==> config.mk <==
export PLATFORM = sky130hd
export DESIGN_NAME = cms_sequencer
export DESIGN_NICKNAME = d
export VERILOG_FILES = /design/src/hdl/cms_pkg.sv /design/src/hdl/cms_sequencer.sv
export VERILOG_INCLUDE_DIRS = /design/src /design/src/hdl
export SDC_FILE = /design/constraint.sdc
export NUM_CORES = 1
export LEC_CHECK = 0
export BUFFER_PORTS_ARGS = -buffer_cell sky130_fd_sc_hd__buf_2
export CORE_MARGIN = 2
export CORE_UTILIZATION = 55
export DETAILED_ROUTE_END_ITERATION = 8
export HOLD_SLACK_MARGIN = 0.1
export PLACE_DENSITY = 0.78
export SYNTH_ARGS = -nofsm -noshare
export SYNTH_HDL_FRONTEND = slang
export SYNTH_HIERARCHICAL = 1
export SYNTH_SLANG_ARGS = --single-unit
==> constraint.sdc <==
create_clock -name clock -period 4.14 [get_ports clock]
set_clock_uncertainty 0.2 [all_clocks]
set_input_delay 0.207 -clock clock [delete_from_list [all_inputs] [get_ports clock]]
set_output_delay 0.207 -clock clock [all_outputs]
set_load 0.02 [all_outputs]
==> src/hdl/cms_regs.svh <==
`ifndef CMS_REGS_SVH
`define CMS_REGS_SVH

// Sampling clock rate and the pixel clock activity thresholds.
`define CMS_CLK_HZ         25000000
`define CMS_STANDBY_HZ     500000
`define CMS_ACTIVE_HZ      3000000
`define CMS_IDLE_CYCLES    (`CMS_CLK_HZ / `CMS_STANDBY_HZ)
`define CMS_ACTIVE_CYCLES  (`CMS_CLK_HZ / `CMS_ACTIVE_HZ)

// Serializer shape and default wait times in clock cycles.
`define CMS_BITS_PER_WORD  8
`define CMS_FIFO_DEPTH     8
`define CMS_LOCK_CYCLES    64
`define CMS_PWRDN_CYCLES   16

`endif

==> src/hdl/cms_pkg.sv <==
package cms_pkg;

  typedef enum logic [3:0] {
    CMS_SHUTDOWN = 4'h1,
    CMS_STANDBY  = 4'h2,
    CMS_ACQUIRE  = 4'h4,
    CMS_TRANSMIT = 4'h8
  } cms_state_t;

endpackage

==> src/hdl/cms_sequencer.sv <==
`timescale 1ns/1ps
`include "cms_regs.svh"

module cms_fifo #(
  parameter int WIDTH = 8,
  parameter int DEPTH = 8
) (
  // Clock and reset.
  input  wire logic             clock,
  input  wire logic             reset,
  input  wire logic             flush,
  // Filling side.
  input  wire logic             in_valid,
  output logic                  in_ready,
  input  wire logic [WIDTH-1:0] in_data,
  // Draining side.
  output logic                  out_valid,
  input  wire logic             out_ready,
  output logic      [WIDTH-1:0] out_data
);
  localparam int AW = $clog2(DEPTH);
  logic [WIDTH-1:0] mem [DEPTH];
  logic [AW-1:0]    wr_q;
  logic [AW-1:0]    rd_q;
  logic [AW:0]      cnt_q;
  logic             push;
  logic             pop;

  assign in_ready  = (cnt_q != (AW+1)'(DEPTH));
  assign out_valid = (cnt_q != '0);
  assign out_data  = mem[rd_q];
  assign push      = in_valid && in_ready;
  assign pop       = out_valid && out_ready;

  always_ff @(posedge clock)
  begin
    if (push)
    begin
      mem[wr_q] <= in_data;
    end
  end

  always_ff @(posedge clock)
  begin
    if (reset || flush)
    begin
      wr_q  <= '0;
      rd_q  <= '0;
      cnt_q <= '0;
    end
    else
    begin
      if (push)
      begin
        wr_q <= (wr_q == AW'(DEPTH - 1)) ? '0 : wr_q + 1'b1;
      end
      if (pop)
      begin
        rd_q <= (rd_q == AW'(DEPTH - 1)) ? '0 : rd_q + 1'b1;
      end
      cnt_q <= cnt_q + (AW+1)'(push) - (AW+1)'(pop);
    end
  end
endmodule

module cms_sequencer #(
  parameter int LOCK_CYCLES  = `CMS_LOCK_CYCLES,
  parameter int PWRDN_CYCLES = `CMS_PWRDN_CYCLES,
  parameter int FIFO_DEPTH   = `CMS_FIFO_DEPTH
) (
  // Clock and reset.
  input  wire logic       clock,
  input  wire logic       reset,
  // Control pins.
  input  wire logic       transmitter_enable_pin,
  input  wire logic       mode_pin,
  // Camera side.
  input  wire logic       pixel_clock_in,
  input  wire logic       frame_sync_in,
  input  wire logic       line_sync_in,
  input  wire logic [7:0] pixel_data_in,
  // Serial lanes.
  output logic            serial_clk_p_out,
  output logic            serial_clk_n_out,
  output logic            serial_clk_oe,
  output logic            serial_data_out,
  output logic            serial_data_oe,
  // Status.
  output logic            pll_enable,
  output logic            monitor_enable,
  output logic     [15:0] frame_lines,
  output logic            pixel_overflow
);
  localparam logic [7:0] IDLE_CYC   = 8'(`CMS_IDLE_CYCLES);
  localparam logic [7:0] ACTIVE_CYC = 8'(`CMS_ACTIVE_CYCLES);
  localparam logic [15:0] LOCK_C    = 16'(LOCK_CYCLES);
  localparam logic [15:0] PWRDN_C   = 16'(PWRDN_CYCLES);

  cms_pkg::cms_state_t state_q;
  cms_pkg::cms_state_t state_d;
  logic [12:0] meta_q;
  logic [12:0] sync_q;
  logic        pclk_prev_q;
  logic        fs_prev_q;
  logic        ls_prev_q;
  logic        s_en;
  logic        s_mode;
  logic        s_pclk;
  logic        s_fs;
  logic        s_ls;
  logic [7:0]  s_data;
  logic        pclk_rise;
  logic        fs_rise;
  logic        fs_fall;
  logic        ls_rise;
  logic [7:0]  gap_q;
  logic [7:0]  period_q;
  logic        clk_missing;
  logic        clk_fast;
  logic [15:0] en_low_q;
  logic        shutdown_req;
  logic [15:0] lock_q;
  logic        locked;
  logic [1:0]  fs_cnt_q;
  logic [1:0]  fs_need;
  logic [15:0] lines_q;
  logic        capture_on;
  logic        fifo_in_ready;
  logic        fifo_out_valid;
  logic        fifo_out_ready;
  logic [7:0]  fifo_out_data;
  logic [7:0]  bit_div;
  logic [7:0]  bit_cnt_q;
  logic        bit_en;
  logic        shift_en;
  logic [7:0]  sh_q;
  logic [3:0]  left_q;

  // Input pins pass two flip-flops before use.
  always_ff @(posedge clock)
  begin
    meta_q <= {transmitter_enable_pin, mode_pin, pixel_clock_in, frame_sync_in,
               line_sync_in, pixel_data_in};
    sync_q <= meta_q;
    {pclk_prev_q, fs_prev_q, ls_prev_q} <= {s_pclk, s_fs, s_ls};
  end

  assign {s_en, s_mode, s_pclk, s_fs, s_ls, s_data} = sync_q;
  assign pclk_rise = s_pclk && !pclk_prev_q;
  assign fs_rise   = s_fs && !fs_prev_q;
  assign fs_fall   = !s_fs && fs_prev_q;
  assign ls_rise   = s_ls && !ls_prev_q;

  // Pixel clock activity monitor measures the period between rising edges.
  always_ff @(posedge clock)
  begin
    if (reset)
    begin
      gap_q    <= 8'hFF;
      period_q <= 8'hFF;
    end
    else if (pclk_rise)
    begin
      gap_q    <= 8'h00;
      period_q <= (gap_q == 8'hFF) ? 8'hFF : gap_q + 8'h01;
    end
    else if (gap_q != 8'hFF)
    begin
      gap_q <= gap_q + 8'h01;
    end
  end

  assign clk_missing = (gap_q >= IDLE_CYC);
  assign clk_fast    = !clk_missing && (period_q <= ACTIVE_CYC);

  // Enable must stay low for the power-down time before shutdown is taken.
  always_ff @(posedge clock)
  begin
    if (reset || s_en)
    begin
      en_low_q <= 16'h0000;
    end
    else if (en_low_q != PWRDN_C)
    begin
      en_low_q <= en_low_q + 16'h0001;
    end
  end

  assign shutdown_req = !s_en && (en_low_q == PWRDN_C);
  assign locked       = (lock_q == LOCK_C);
  assign fs_need      = s_mode ? 2'h2 : 2'h1;

  always_comb
  begin
    state_d = state_q;
    unique case (state_q)
      cms_pkg::CMS_SHUTDOWN: if (s_en) state_d = cms_pkg::CMS_STANDBY;
      cms_pkg::CMS_STANDBY:  if (shutdown_req) state_d = cms_pkg::CMS_SHUTDOWN;
                             else if (clk_fast) state_d = cms_pkg::CMS_ACQUIRE;
      cms_pkg::CMS_ACQUIRE:  if (shutdown_req) state_d = cms_pkg::CMS_SHUTDOWN;
                             else if (clk_missing) state_d = cms_pkg::CMS_STANDBY;
                             else if (locked && fs_cnt_q == fs_need)
                               state_d = cms_pkg::CMS_TRANSMIT;
      cms_pkg::CMS_TRANSMIT: if (shutdown_req) state_d = cms_pkg::CMS_SHUTDOWN;
                             else if (clk_missing) state_d = cms_pkg::CMS_STANDBY;
      default:               state_d = cms_pkg::CMS_SHUTDOWN;
    endcase
  end

  always_ff @(posedge clock)
  begin
    if (reset)
    begin
      state_q <= cms_pkg::CMS_SHUTDOWN;
    end
    else
    begin
      state_q <= state_d;
    end
  end

  // Lock wait runs only in acquire and counts frame starts once locked.
  always_ff @(posedge clock)
  begin
    if (reset || state_q != cms_pkg::CMS_ACQUIRE)
    begin
      lock_q   <= 16'h0000;
      fs_cnt_q <= 2'h0;
    end
    else
    begin
      if (!locked)
      begin
        lock_q <= lock_q + 16'h0001;
      end
      else if (fs_rise && fs_cnt_q != fs_need)
      begin
        fs_cnt_q <= fs_cnt_q + 2'h1;
      end
    end
  end

  // Power control: PLL only while active, monitor whenever enabled.
  always_ff @(posedge clock)
  begin
    if (reset)
    begin
      pll_enable     <= 1'b0;
      monitor_enable <= 1'b0;
    end
    else
    begin
      pll_enable     <= state_d == cms_pkg::CMS_ACQUIRE || state_d == cms_pkg::CMS_TRANSMIT;
      monitor_enable <= state_d != cms_pkg::CMS_SHUTDOWN;
    end
  end

  // Line counter restarts on each frame start and its total is kept at frame end.
  always_ff @(posedge clock)
  begin
    if (reset || !pll_enable)
    begin
      lines_q     <= 16'h0000;
      frame_lines <= 16'h0000;
    end
    else if (fs_rise)
    begin
      lines_q <= {15'h0000, ls_rise};
    end
    else if (fs_fall)
    begin
      frame_lines <= lines_q;
      lines_q     <= 16'h0000;
    end
    else if (s_fs && ls_rise)
    begin
      lines_q <= lines_q + 16'h0001;
    end
  end

  // One word per pixel clock rise is captured once the PLL is locked.
  assign capture_on = (state_q == cms_pkg::CMS_ACQUIRE && locked) ||
                      state_q == cms_pkg::CMS_TRANSMIT;

  always_ff @(posedge clock)
  begin
    if (reset)
    begin
      pixel_overflow <= 1'b0;
    end
    else
    begin
      pixel_overflow <= capture_on && pclk_rise && !fifo_in_ready;
    end
  end

  cms_fifo #(
    .WIDTH (`CMS_BITS_PER_WORD),
    .DEPTH (FIFO_DEPTH)
  ) u_fifo (
    .clock     (clock),
    .reset     (reset),
    .flush     (!capture_on),
    .in_valid  (capture_on && pclk_rise),
    .in_ready  (fifo_in_ready),
    .in_data   (s_data),
    .out_valid (fifo_out_valid),
    .out_ready (fifo_out_ready),
    .out_data  (fifo_out_data)
  );

  // Output enables: clock leads data both on the way up and on the way down.
  always_ff @(posedge clock)
  begin
    if (reset)
    begin
      serial_clk_oe  <= 1'b0;
      serial_data_oe <= 1'b0;
    end
    else
    begin
      serial_clk_oe  <= state_q == cms_pkg::CMS_TRANSMIT;
      serial_data_oe <= serial_clk_oe;
    end
  end

  // Bit enable divides the measured pixel period by eight.
  assign bit_div = (period_q[7:3] == 5'h00) ? 8'h01 : {3'h0, period_q[7:3]};
  assign bit_en  = serial_clk_oe && (bit_cnt_q == bit_div - 8'h01);
  assign shift_en = bit_en && serial_data_oe;
  assign fifo_out_ready = shift_en && left_q == 4'h0;

  always_ff @(posedge clock)
  begin
    if (reset || !serial_clk_oe || bit_en)
    begin
      bit_cnt_q <= 8'h00;
    end
    else
    begin
      bit_cnt_q <= bit_cnt_q + 8'h01;
    end
  end

  // Serial clock gives one pulse per bit; the two legs are complementary.
  always_ff @(posedge clock)
  begin
    if (reset)
    begin
      serial_clk_p_out <= 1'b0;
      serial_clk_n_out <= 1'b1;
    end
    else
    begin
      serial_clk_p_out <= bit_en;
      serial_clk_n_out <= !bit_en;
    end
  end

  // Shift register sends each word low bit first, zeros when starved.
  always_ff @(posedge clock)
  begin
    if (reset || !serial_data_oe)
    begin
      sh_q            <= 8'h00;
      left_q          <= 4'h0;
      serial_data_out <= 1'b0;
    end
    else if (shift_en)
    begin
      if (left_q != 4'h0)
      begin
        serial_data_out <= sh_q[0];
        sh_q            <= sh_q >> 1;
        left_q          <= left_q - 4'h1;
      end
      else if (fifo_out_valid)
      begin
        serial_data_out <= fifo_out_data[0];
        sh_q            <= fifo_out_data >> 1;
        left_q          <= 4'(`CMS_BITS_PER_WORD - 1);
      end
      else
      begin
        serial_data_out <= 1'b0;
      end
    end
  end

  a_shutdown_hiz: assert property (@(posedge clock) disable iff (reset)
    (state_q == cms_pkg::CMS_SHUTDOWN) |=> !serial_clk_oe ##1 !serial_data_oe)
    else $error("Outputs enabled in shutdown.");
  a_standby_pll: assert property (@(posedge clock) disable iff (reset)
    (state_q == cms_pkg::CMS_STANDBY) |-> !pll_enable && monitor_enable ##1 !serial_clk_oe)
    else $error("Standby power state wrong.");
  a_acquire_entry: assert property (@(posedge clock) disable iff (reset)
    (state_q == cms_pkg::CMS_STANDBY && clk_fast && !shutdown_req)
      |=> state_q == cms_pkg::CMS_ACQUIRE)
    else $error("Acquire not entered on active clock.");
  a_frame_starts: assert property (@(posedge clock) disable iff (reset)
    $rose(state_q == cms_pkg::CMS_TRANSMIT) |-> $past(fs_cnt_q) == ($past(s_mode) ? 2'h2 : 2'h1))
    else $error("Transmit entered on wrong frame count.");
  a_lock_first: assert property (@(posedge clock) disable iff (reset)
    $rose(serial_clk_oe) |-> $past(lock_q, 2) == LOCK_C)
    else $error("Output enabled before lock wait.");
  a_clock_first: assert property (@(posedge clock) disable iff (reset)
    $rose(serial_data_oe) |-> $past(serial_clk_oe))
    else $error("Data enabled before clock.");
  a_clock_off_first: assert property (@(posedge clock) disable iff (reset)
    $fell(serial_clk_oe) |-> serial_data_oe ##1 !serial_data_oe)
    else $error("Data released before clock.");
  a_missing_clock: assert property (@(posedge clock) disable iff (reset)
    (state_q == cms_pkg::CMS_TRANSMIT && clk_missing && !shutdown_req)
      |=> state_q == cms_pkg::CMS_STANDBY ##1 !serial_clk_oe ##1 !serial_data_oe)
    else $error("Missing clock did not drop to standby.");
  a_pwrdn_time: assert property (@(posedge clock) disable iff (reset)
    (state_q != cms_pkg::CMS_SHUTDOWN && $past(state_q) != cms_pkg::CMS_SHUTDOWN &&
     state_d == cms_pkg::CMS_SHUTDOWN) |-> en_low_q == PWRDN_C && !s_en)
    else $error("Shutdown without power-down time.");
endmodule

==> flow_summary.toml, run 1 <==
[finish]
finalInstanceArea_sq_um = 10300
diodes = 0
area_growth_pct = 16.5
seq_area_sq_um = 5020
fin_cells = 1071
multiInputGateArea_sq_um = 3630
drive_above_1_share = 0.135
fin_nets = 876
nFillCells = 1182
final_core_util = 0.653

[worst_setup_path]
reg2reg_slack_ns = 0.22
start_kind = "flop"
crit_path_max_incr_delay_ns = 0.55
r2r-start = "period_q[4]"
crit_path_frequent_cell = "ha_1"
cp.required_ns = 4.35
path_cells = "nor4_2, nor2_1, ha_1, xor2_1, nand2_1, or4_1, nor2_1, and3_1, and2_1, ha_1, inv_1, ha_1, fa_1, and2_1"
critPathKind = "reg2reg"
crit_arrival_ns = 4.12
reg2reg_depth = 14
crit_path_end_kind = "flop"
critPathMaxFanout = 5
reg2reg_to = "u_fifo/cnt_q[1]"
slowest_stage = "or4_1"

[placement]
placed_cell_area_sq_um = 9310
place_congestion = 0.813
place_inst = 1015
dp_hpwl_mm = 10.2
io_buffers = 38

[synth]
synth_nets = 813
async_reset_ff_frac = 0
seq_area_frac_synth = 0.566
synth-simple-area-share = 0.164
synth_top_family_by_area = "simple AND/OR/NAND/NOR gates"
synth_cell_types = 58
syn_area_sq_um = 8870
synth.most_common_cell = "dfxtp_1"
yosysTopAreaCell = "dfxtp_1"
synth_edf_count = 64
synthXorXnorAreaFrac = 0.0573
synthMuxAreaShare = 0.0910
synth-compound-area-share = 0.0629
ys_ff_latch = 219
synthAdderAreaFrac = 0.0333
syn_inst = 775
synth_top_area_frac = 0.350
yosys_warnings = 6
netlist_top_cells_count = "155 x dfxtp_1, 99 x nor2_1, 64 x edfxtp_1"
synthTopCellsByArea = "dfxtp_1 35%, edfxtp_1 22%, mux4_1 4.4%"
ys.flop_type = "dfxtp_1"
avgSynthCellArea_sq_um = 11.4

[outcome]
status = "completed"

[timing]
min_period_ns = 3.92
drv_slew = 0
fmax_mhz = 255
hold_slack_ns = 0.122
setup_viol = 0
period_share = 0.946
hold_viol = 0
worst_slew_pin_slew_ns = 0.968
slew_headroom = 0.354

[grt]
grt_use_total = 0.195
grt.overflow.total = 0
antenna_found_initial = 0
first_global_vias = 5468
grt_pass1_wl_mm = 26.8
grt_max_degree = 29

[cts]
htreeDepth = 1
clkTransAtPathRegs_ns = 0.07
clock-sinks = 219
cts_tree = "built"
cts-root-buf = "clkbuf_16"
cts_buffer_depth = 3
clock_latency_ns = 0.51
post-cts-setup-buffer-count = 0
cts_buffers = 23

[hold_path]
whs_endpoint = "sync_q[0]"
hold_start = "meta_q[0]"
hold_path_class = "reg2reg"
hold_depth = 0

[detailed_routing]
drc_errors = 0
drt-wirelength-per-cell_um = 15.1
vias = 5802
detail-route-antenna-nets = 0
dr.pass1.iters = 4
drtIter0Drc = 351
vias_per_cell = 5.42
wl_mm = 16.2

[floorplanning]
pin_count = 39
start_util = 0.560
die_w_um = 131
rows = 46
die_y_um = 131
core-area_sq_um = 15800
die_area_sq_um = 17200

[run]
max_cap_viol_count = 0

[pwr]
p_clk_frac = 0.484
leakage_nw = 3.81
power.internal_mw = 3.84
p_sw_mw = 1.00
vdd_drop_max_uv = 397
p_comb_frac = 0.041
pwr-share-seq = 0.476
switching_share = 0.207
powerDensity_nw_per_um2 = 468
[power by group through the flow]
stage	registers, mW	logic [mW]	clock network, mW
2_1_floorplan	2.33	0.146	0
3_3_place_gp	2.34	0.184	0
3_5_place_dp	2.34	0.185	0
4_1_cts	2.30	0.197	2.39
5_1_grt	2.31	0.221	2.48
6_report	2.30	0.196	2.34
[metrics by stage]
step	TNS (ns)	worst slack, ns	power (mW)
detailed placement	0	0.223	2.53
global route	-0.00619	-0.00619	5.01
CTS	0	0.195	4.88
floorplan	0	0.268	2.48
finish	0	0.224	4.84
global placement	0	0.335	2.53
[worst max-delay path: cells and delay by family (launching register included)]
kind | cells | cell delay, ns
buffers and inverters | 1 | 0.06
and+or+nand+nor | 8 | 1.91
DFF | 1 | 0.35
xor gates and xnor gates | 1 | 0.14
adders and majority gates | 4 | 1.15
[sequential cells by signal, summed over array words and instances (netlist names), 2 cells and up, named ones only]
signal / cells
frame_lines: 16
sync_q: 13
gap_q: 8
u_fifo/wr_q: 3
u_fifo/cnt_q: 4
lock_q: 16
en_low_q: 16
state_q: 4
sh_q: 7
left_q: 4
u_fifo/mem: 64
bit_cnt_q: 8
period_q: 8
fs_cnt_q: 2
meta_q: 13
lines_q: 16
u_fifo/rd_q: 3
[how the worst max path moves through the flow]
| stage | startpoint | endpoint | slack (ns) | depth (start not counted) |
|---|---|---|---|---|
| finish | period_q[4] | u_fifo/cnt_q[1] | 0.22 | 14 |
| global route | period_q[4] | u_fifo/cnt_q[3] | -0.006 | 15 |
| CTS | period_q[4] | u_fifo/cnt_q[1] | 0.19 | 14 |
| detailed placement | period_q[4] | u_fifo/cnt_q[1] | 0.22 | 14 |
| global placement | period_q[4] | u_fifo/cnt_q[1] | 0.33 | 14 |
| floorplan | period_q[4] | u_fifo/cnt_q[1] | 0.27 | 15 |
[metal layers]
metal	vias to the layer above	track usage	part of all wire
li1	2927	-	-
met1	2761	0.270	0.47
met2	97	0.323	0.48
met3	17	0.0314	0.035
met4	0	0.0476	0.013
met5	-	0	0
[cells in the final DEF, fill, tap and decap left out, types with 5 or more instances in the layout]
master	netlist	final
nand3_1	23	23
a31oi_1	10	10
clkbuf_16	0	23
inv_1	25	25
nor4_1	8	7
and3_1	12	12
nor3_1	15	15
a211o_1	8	8
nand2b_1	8	8
dfxtp_1	155	155
nand4_1	20	20
a21oi_1	19	19
mux4_1	15	15
nor2b_1	9	9
dlygate4sd3_1	0	14
edfxtp_1	64	64
nor2_1	99	99
o21ai_0	13	13
bufinv_16	0	7
or2_2	6	6
nor4b_1	7	7
xnor2_1	22	22
o21bai_1	5	5
and2_1	7	7
mux2i_1	30	30
buf_4	0	14
or3_1	7	7
clkinv_2	0	5
buf_2	2	38
nand2_1	39	39
ha_1	22	22
mux2_2	8	8
and4_1	5	5
xor2_1	36	36
a211oi_1	8	8
[final cells by class]
type,count,area share
Multi-Input combinational cell,503,0.351
Tap cell,216,0.0262
Clock buffer,25,0.0584
Clock inverter,17,0.0268
Sequential cell,219,0.486
Inverter,25,0.00908
Timing Repair Buffer,66,0.0421
[cell families (layout without fill, tap and decap cells)]
family / after synthesis / count (layout)
mux: 54 / 54
simple gates: 284 / 284
fa+ha+maj: 23 / 23
xor+xnor: 58 / 58
flops: 219 / 219
compound gates: 84 / 84
buf+inv: 53 / 133
[timing repair]
item | in CTS | in global routing
hold buffers | 14 | 0
endpoints found under the hold margin | 32 | 0
endpoints found under the setup margin | 0 | 3
resized for setup | 0 | 1
No activity file was read; power rests on OpenSTA's default activity.
==> run 2: changes to the inputs <==
BUFFER_PORTS_ARGS = -buffer_cell sky130_fd_sc_hd__buf_4   (was -buffer_cell sky130_fd_sc_hd__buf_2)
==> run 2 against run 1 <==
Compared with the run above: design area increased by 0.30%; wire length increased by 6.6%; register-to-register slack improved by 0.03 ns; largest cell class unchanged; highest routed layer unchanged.
==> flow_summary.toml, run 2 (synthesis results as in run 1) <==
[finish]
drive_above_1_share = 0.136
layout_common_cells = "155 x dfxtp_1, 98 x nor2_1, 64 x edfxtp_1"
top_register = "u_fifo/mem"
fin_cells = 1070
largest_reg_flops = 64
diodes = 0
area_growth_pct = 16.8
layout_commonest_cell = "dfxtp_1"
final_core_util = 0.655
fin_nets = 875

[detailed_routing]
detail-route-antenna-nets = 0
wl_mm = 17.3
vias = 6058
drc_errors = 0
vias_per_cell = 5.66
drtIter0Drc = 318
dr.pass1.iters = 5
drt-wirelength-per-cell_um = 16.1

[grt]
grt_use_total = 0.206
first_global_vias = 5866
grt_max_degree = 29
grt.overflow.total = 0
grt_pass1_wl_mm = 28.4
antenna_found_initial = 0

[placement]
place_inst = 1014
place_congestion = 0.844
io_buffers = 38
dp_hpwl_mm = 11.2

[cts]
clkTransAtPathRegs_ns = 0.06
htreeDepth = 1
clock_latency_ns = 0.51
cts-root-buf = "clkbuf_16"
cts_buffers = 23
clock-sinks = 219
cts_buffer_depth = 3
cts_tree = "built"

[worst_setup_path]
critPathMaxFanout = 5
crit_path_frequent_cell = "ha_1"
r2r-start = "period_q[4]"
cp.required_ns = 4.33
reg2reg_slack_ns = 0.26
slowest_stage = "or4_1"
crit_arrival_ns = 4.07
reg2reg_depth = 14
critPathKind = "reg2reg"
path_cells = "nor4_4, nor2_1, ha_1, xor2_1, nand2_1, or4_1, nor2_2, and3_2, and2_1, ha_1, inv_1, ha_1, fa_1, and2_1"
crit_path_end_kind = "flop"
crit_path_max_incr_delay_ns = 0.57
reg2reg_to = "u_fifo/cnt_q[1]"
critPathTopFamily = "simple AND/OR/NAND/NOR gates"
start_kind = "flop"
path_buf_inv = 1

[timing]
rsz0062_at_grt = "no"
finalSetupTns_ns = 0
worst_slew_pin_slew_ns = 0.992
period_share = 0.938
fmax_mhz = 258
drv_slew = 0
hold_viol = 0
min_period_ns = 3.88
setup_viol = 0
slew_headroom = 0.338

[hold_path]
whs_endpoint = "sync_q[3]"
hold_depth = 0
hold_path_class = "reg2reg"
hold_start = "meta_q[3]"

[run]
max_cap_viol_count = 0

[pwr]
powerDensity_nw_per_um2 = 448
power_mw = 4.64
vdd_drop_max_uv = 410
leakage_nw = 3.79

[floorplanning]
die_area_sq_um = 17200
start_util = 0.560
die_y_um = 131
core-area_sq_um = 15800
rows = 46
die_w_um = 131
pin_count = 39

[outcome]
status = "completed"
[run 2: cell count changes in the layout (fill, tap and decap cells not counted), moves of 2 or more]
cell and delta:
buf_2 -38, buf_4 +37, bufinv_16 -5, clkbuf_8 +5
clkinv_2 -3, clkinvlp_2 +2, inv_6 +2
[run 2: routing by layer]
layer	track usage	up-vias	wire [um]
li1	-	2919	-
met1	0.264	2978	7620
met2	0.366	135	8710
met3	0.0322	26	687
met4	0.0557	0	258
met5	0	-	0
[run 2: stage by stage]
step	cell area, sq um	hold WS [ns]	setup slack (ns)
3_5_place_dp	9390	0.112	0.128
4_1_cts	10300	0.123	0.0759
3_3_place_gp	9390	0.109	0.390
5_1_grt	10400	0.129	0.0192
2_1_floorplan	8870	0.0347	0.268
6_report	10400	0.127	0.257
[run 2: what timing repair did]
item	in CTS	in global routing
buffers inserted	0	0
endpoints found under the setup margin	0	3
hold endpoints to repair	44	0
resized for setup	0	4
hold buffers	14	0
[run 2: worst max-delay path by stage]
| stage | start | endpoint | cells after the start |
|---|---|---|---|
| floorplan | period_q[4] | u_fifo/cnt_q[1] | 15 |
| global placement | period_q[4] | u_fifo/cnt_q[1] | 14 |
| detailed placement | period_q[4] | u_fifo/cnt_q[1] | 14 |
| CTS | period_q[4] | u_fifo/cnt_q[1] | 14 |
| global route | period_q[4] | u_fifo/cnt_q[1] | 14 |
| finish | period_q[4] | u_fifo/cnt_q[1] | 14 |
[run 2: where the power goes]
part           switching, mW  internal, mW
clock network          0.827          1.31
logic                  0.112        0.0946
registers             0.0533          2.25
[run 2: cell type report]
class	count	area [sq um]
Multi-Input combinational cell	503	3640
Tap cell	216	270
Sequential cell	219	5020
Timing Repair Buffer	65	523
Fill cell	1166	5470
Clock inverter	10	110
Clock buffer	32	701
Inverter	25	93.8
[run 2: worst register-to-register path, stage by stage (launching register included)]
cell and delay, ns:
dfxtp_1 0.37, nor4_4 0.33, nor2_1 0.07, ha_1 0.30, xor2_1 0.17, nand2_1 0.08, or4_1 0.57, nor2_2 0.15
and3_2 0.25, and2_1 0.20, ha_1 0.25, inv_1 0.06, ha_1 0.20, fa_1 0.43, and2_1 0.15
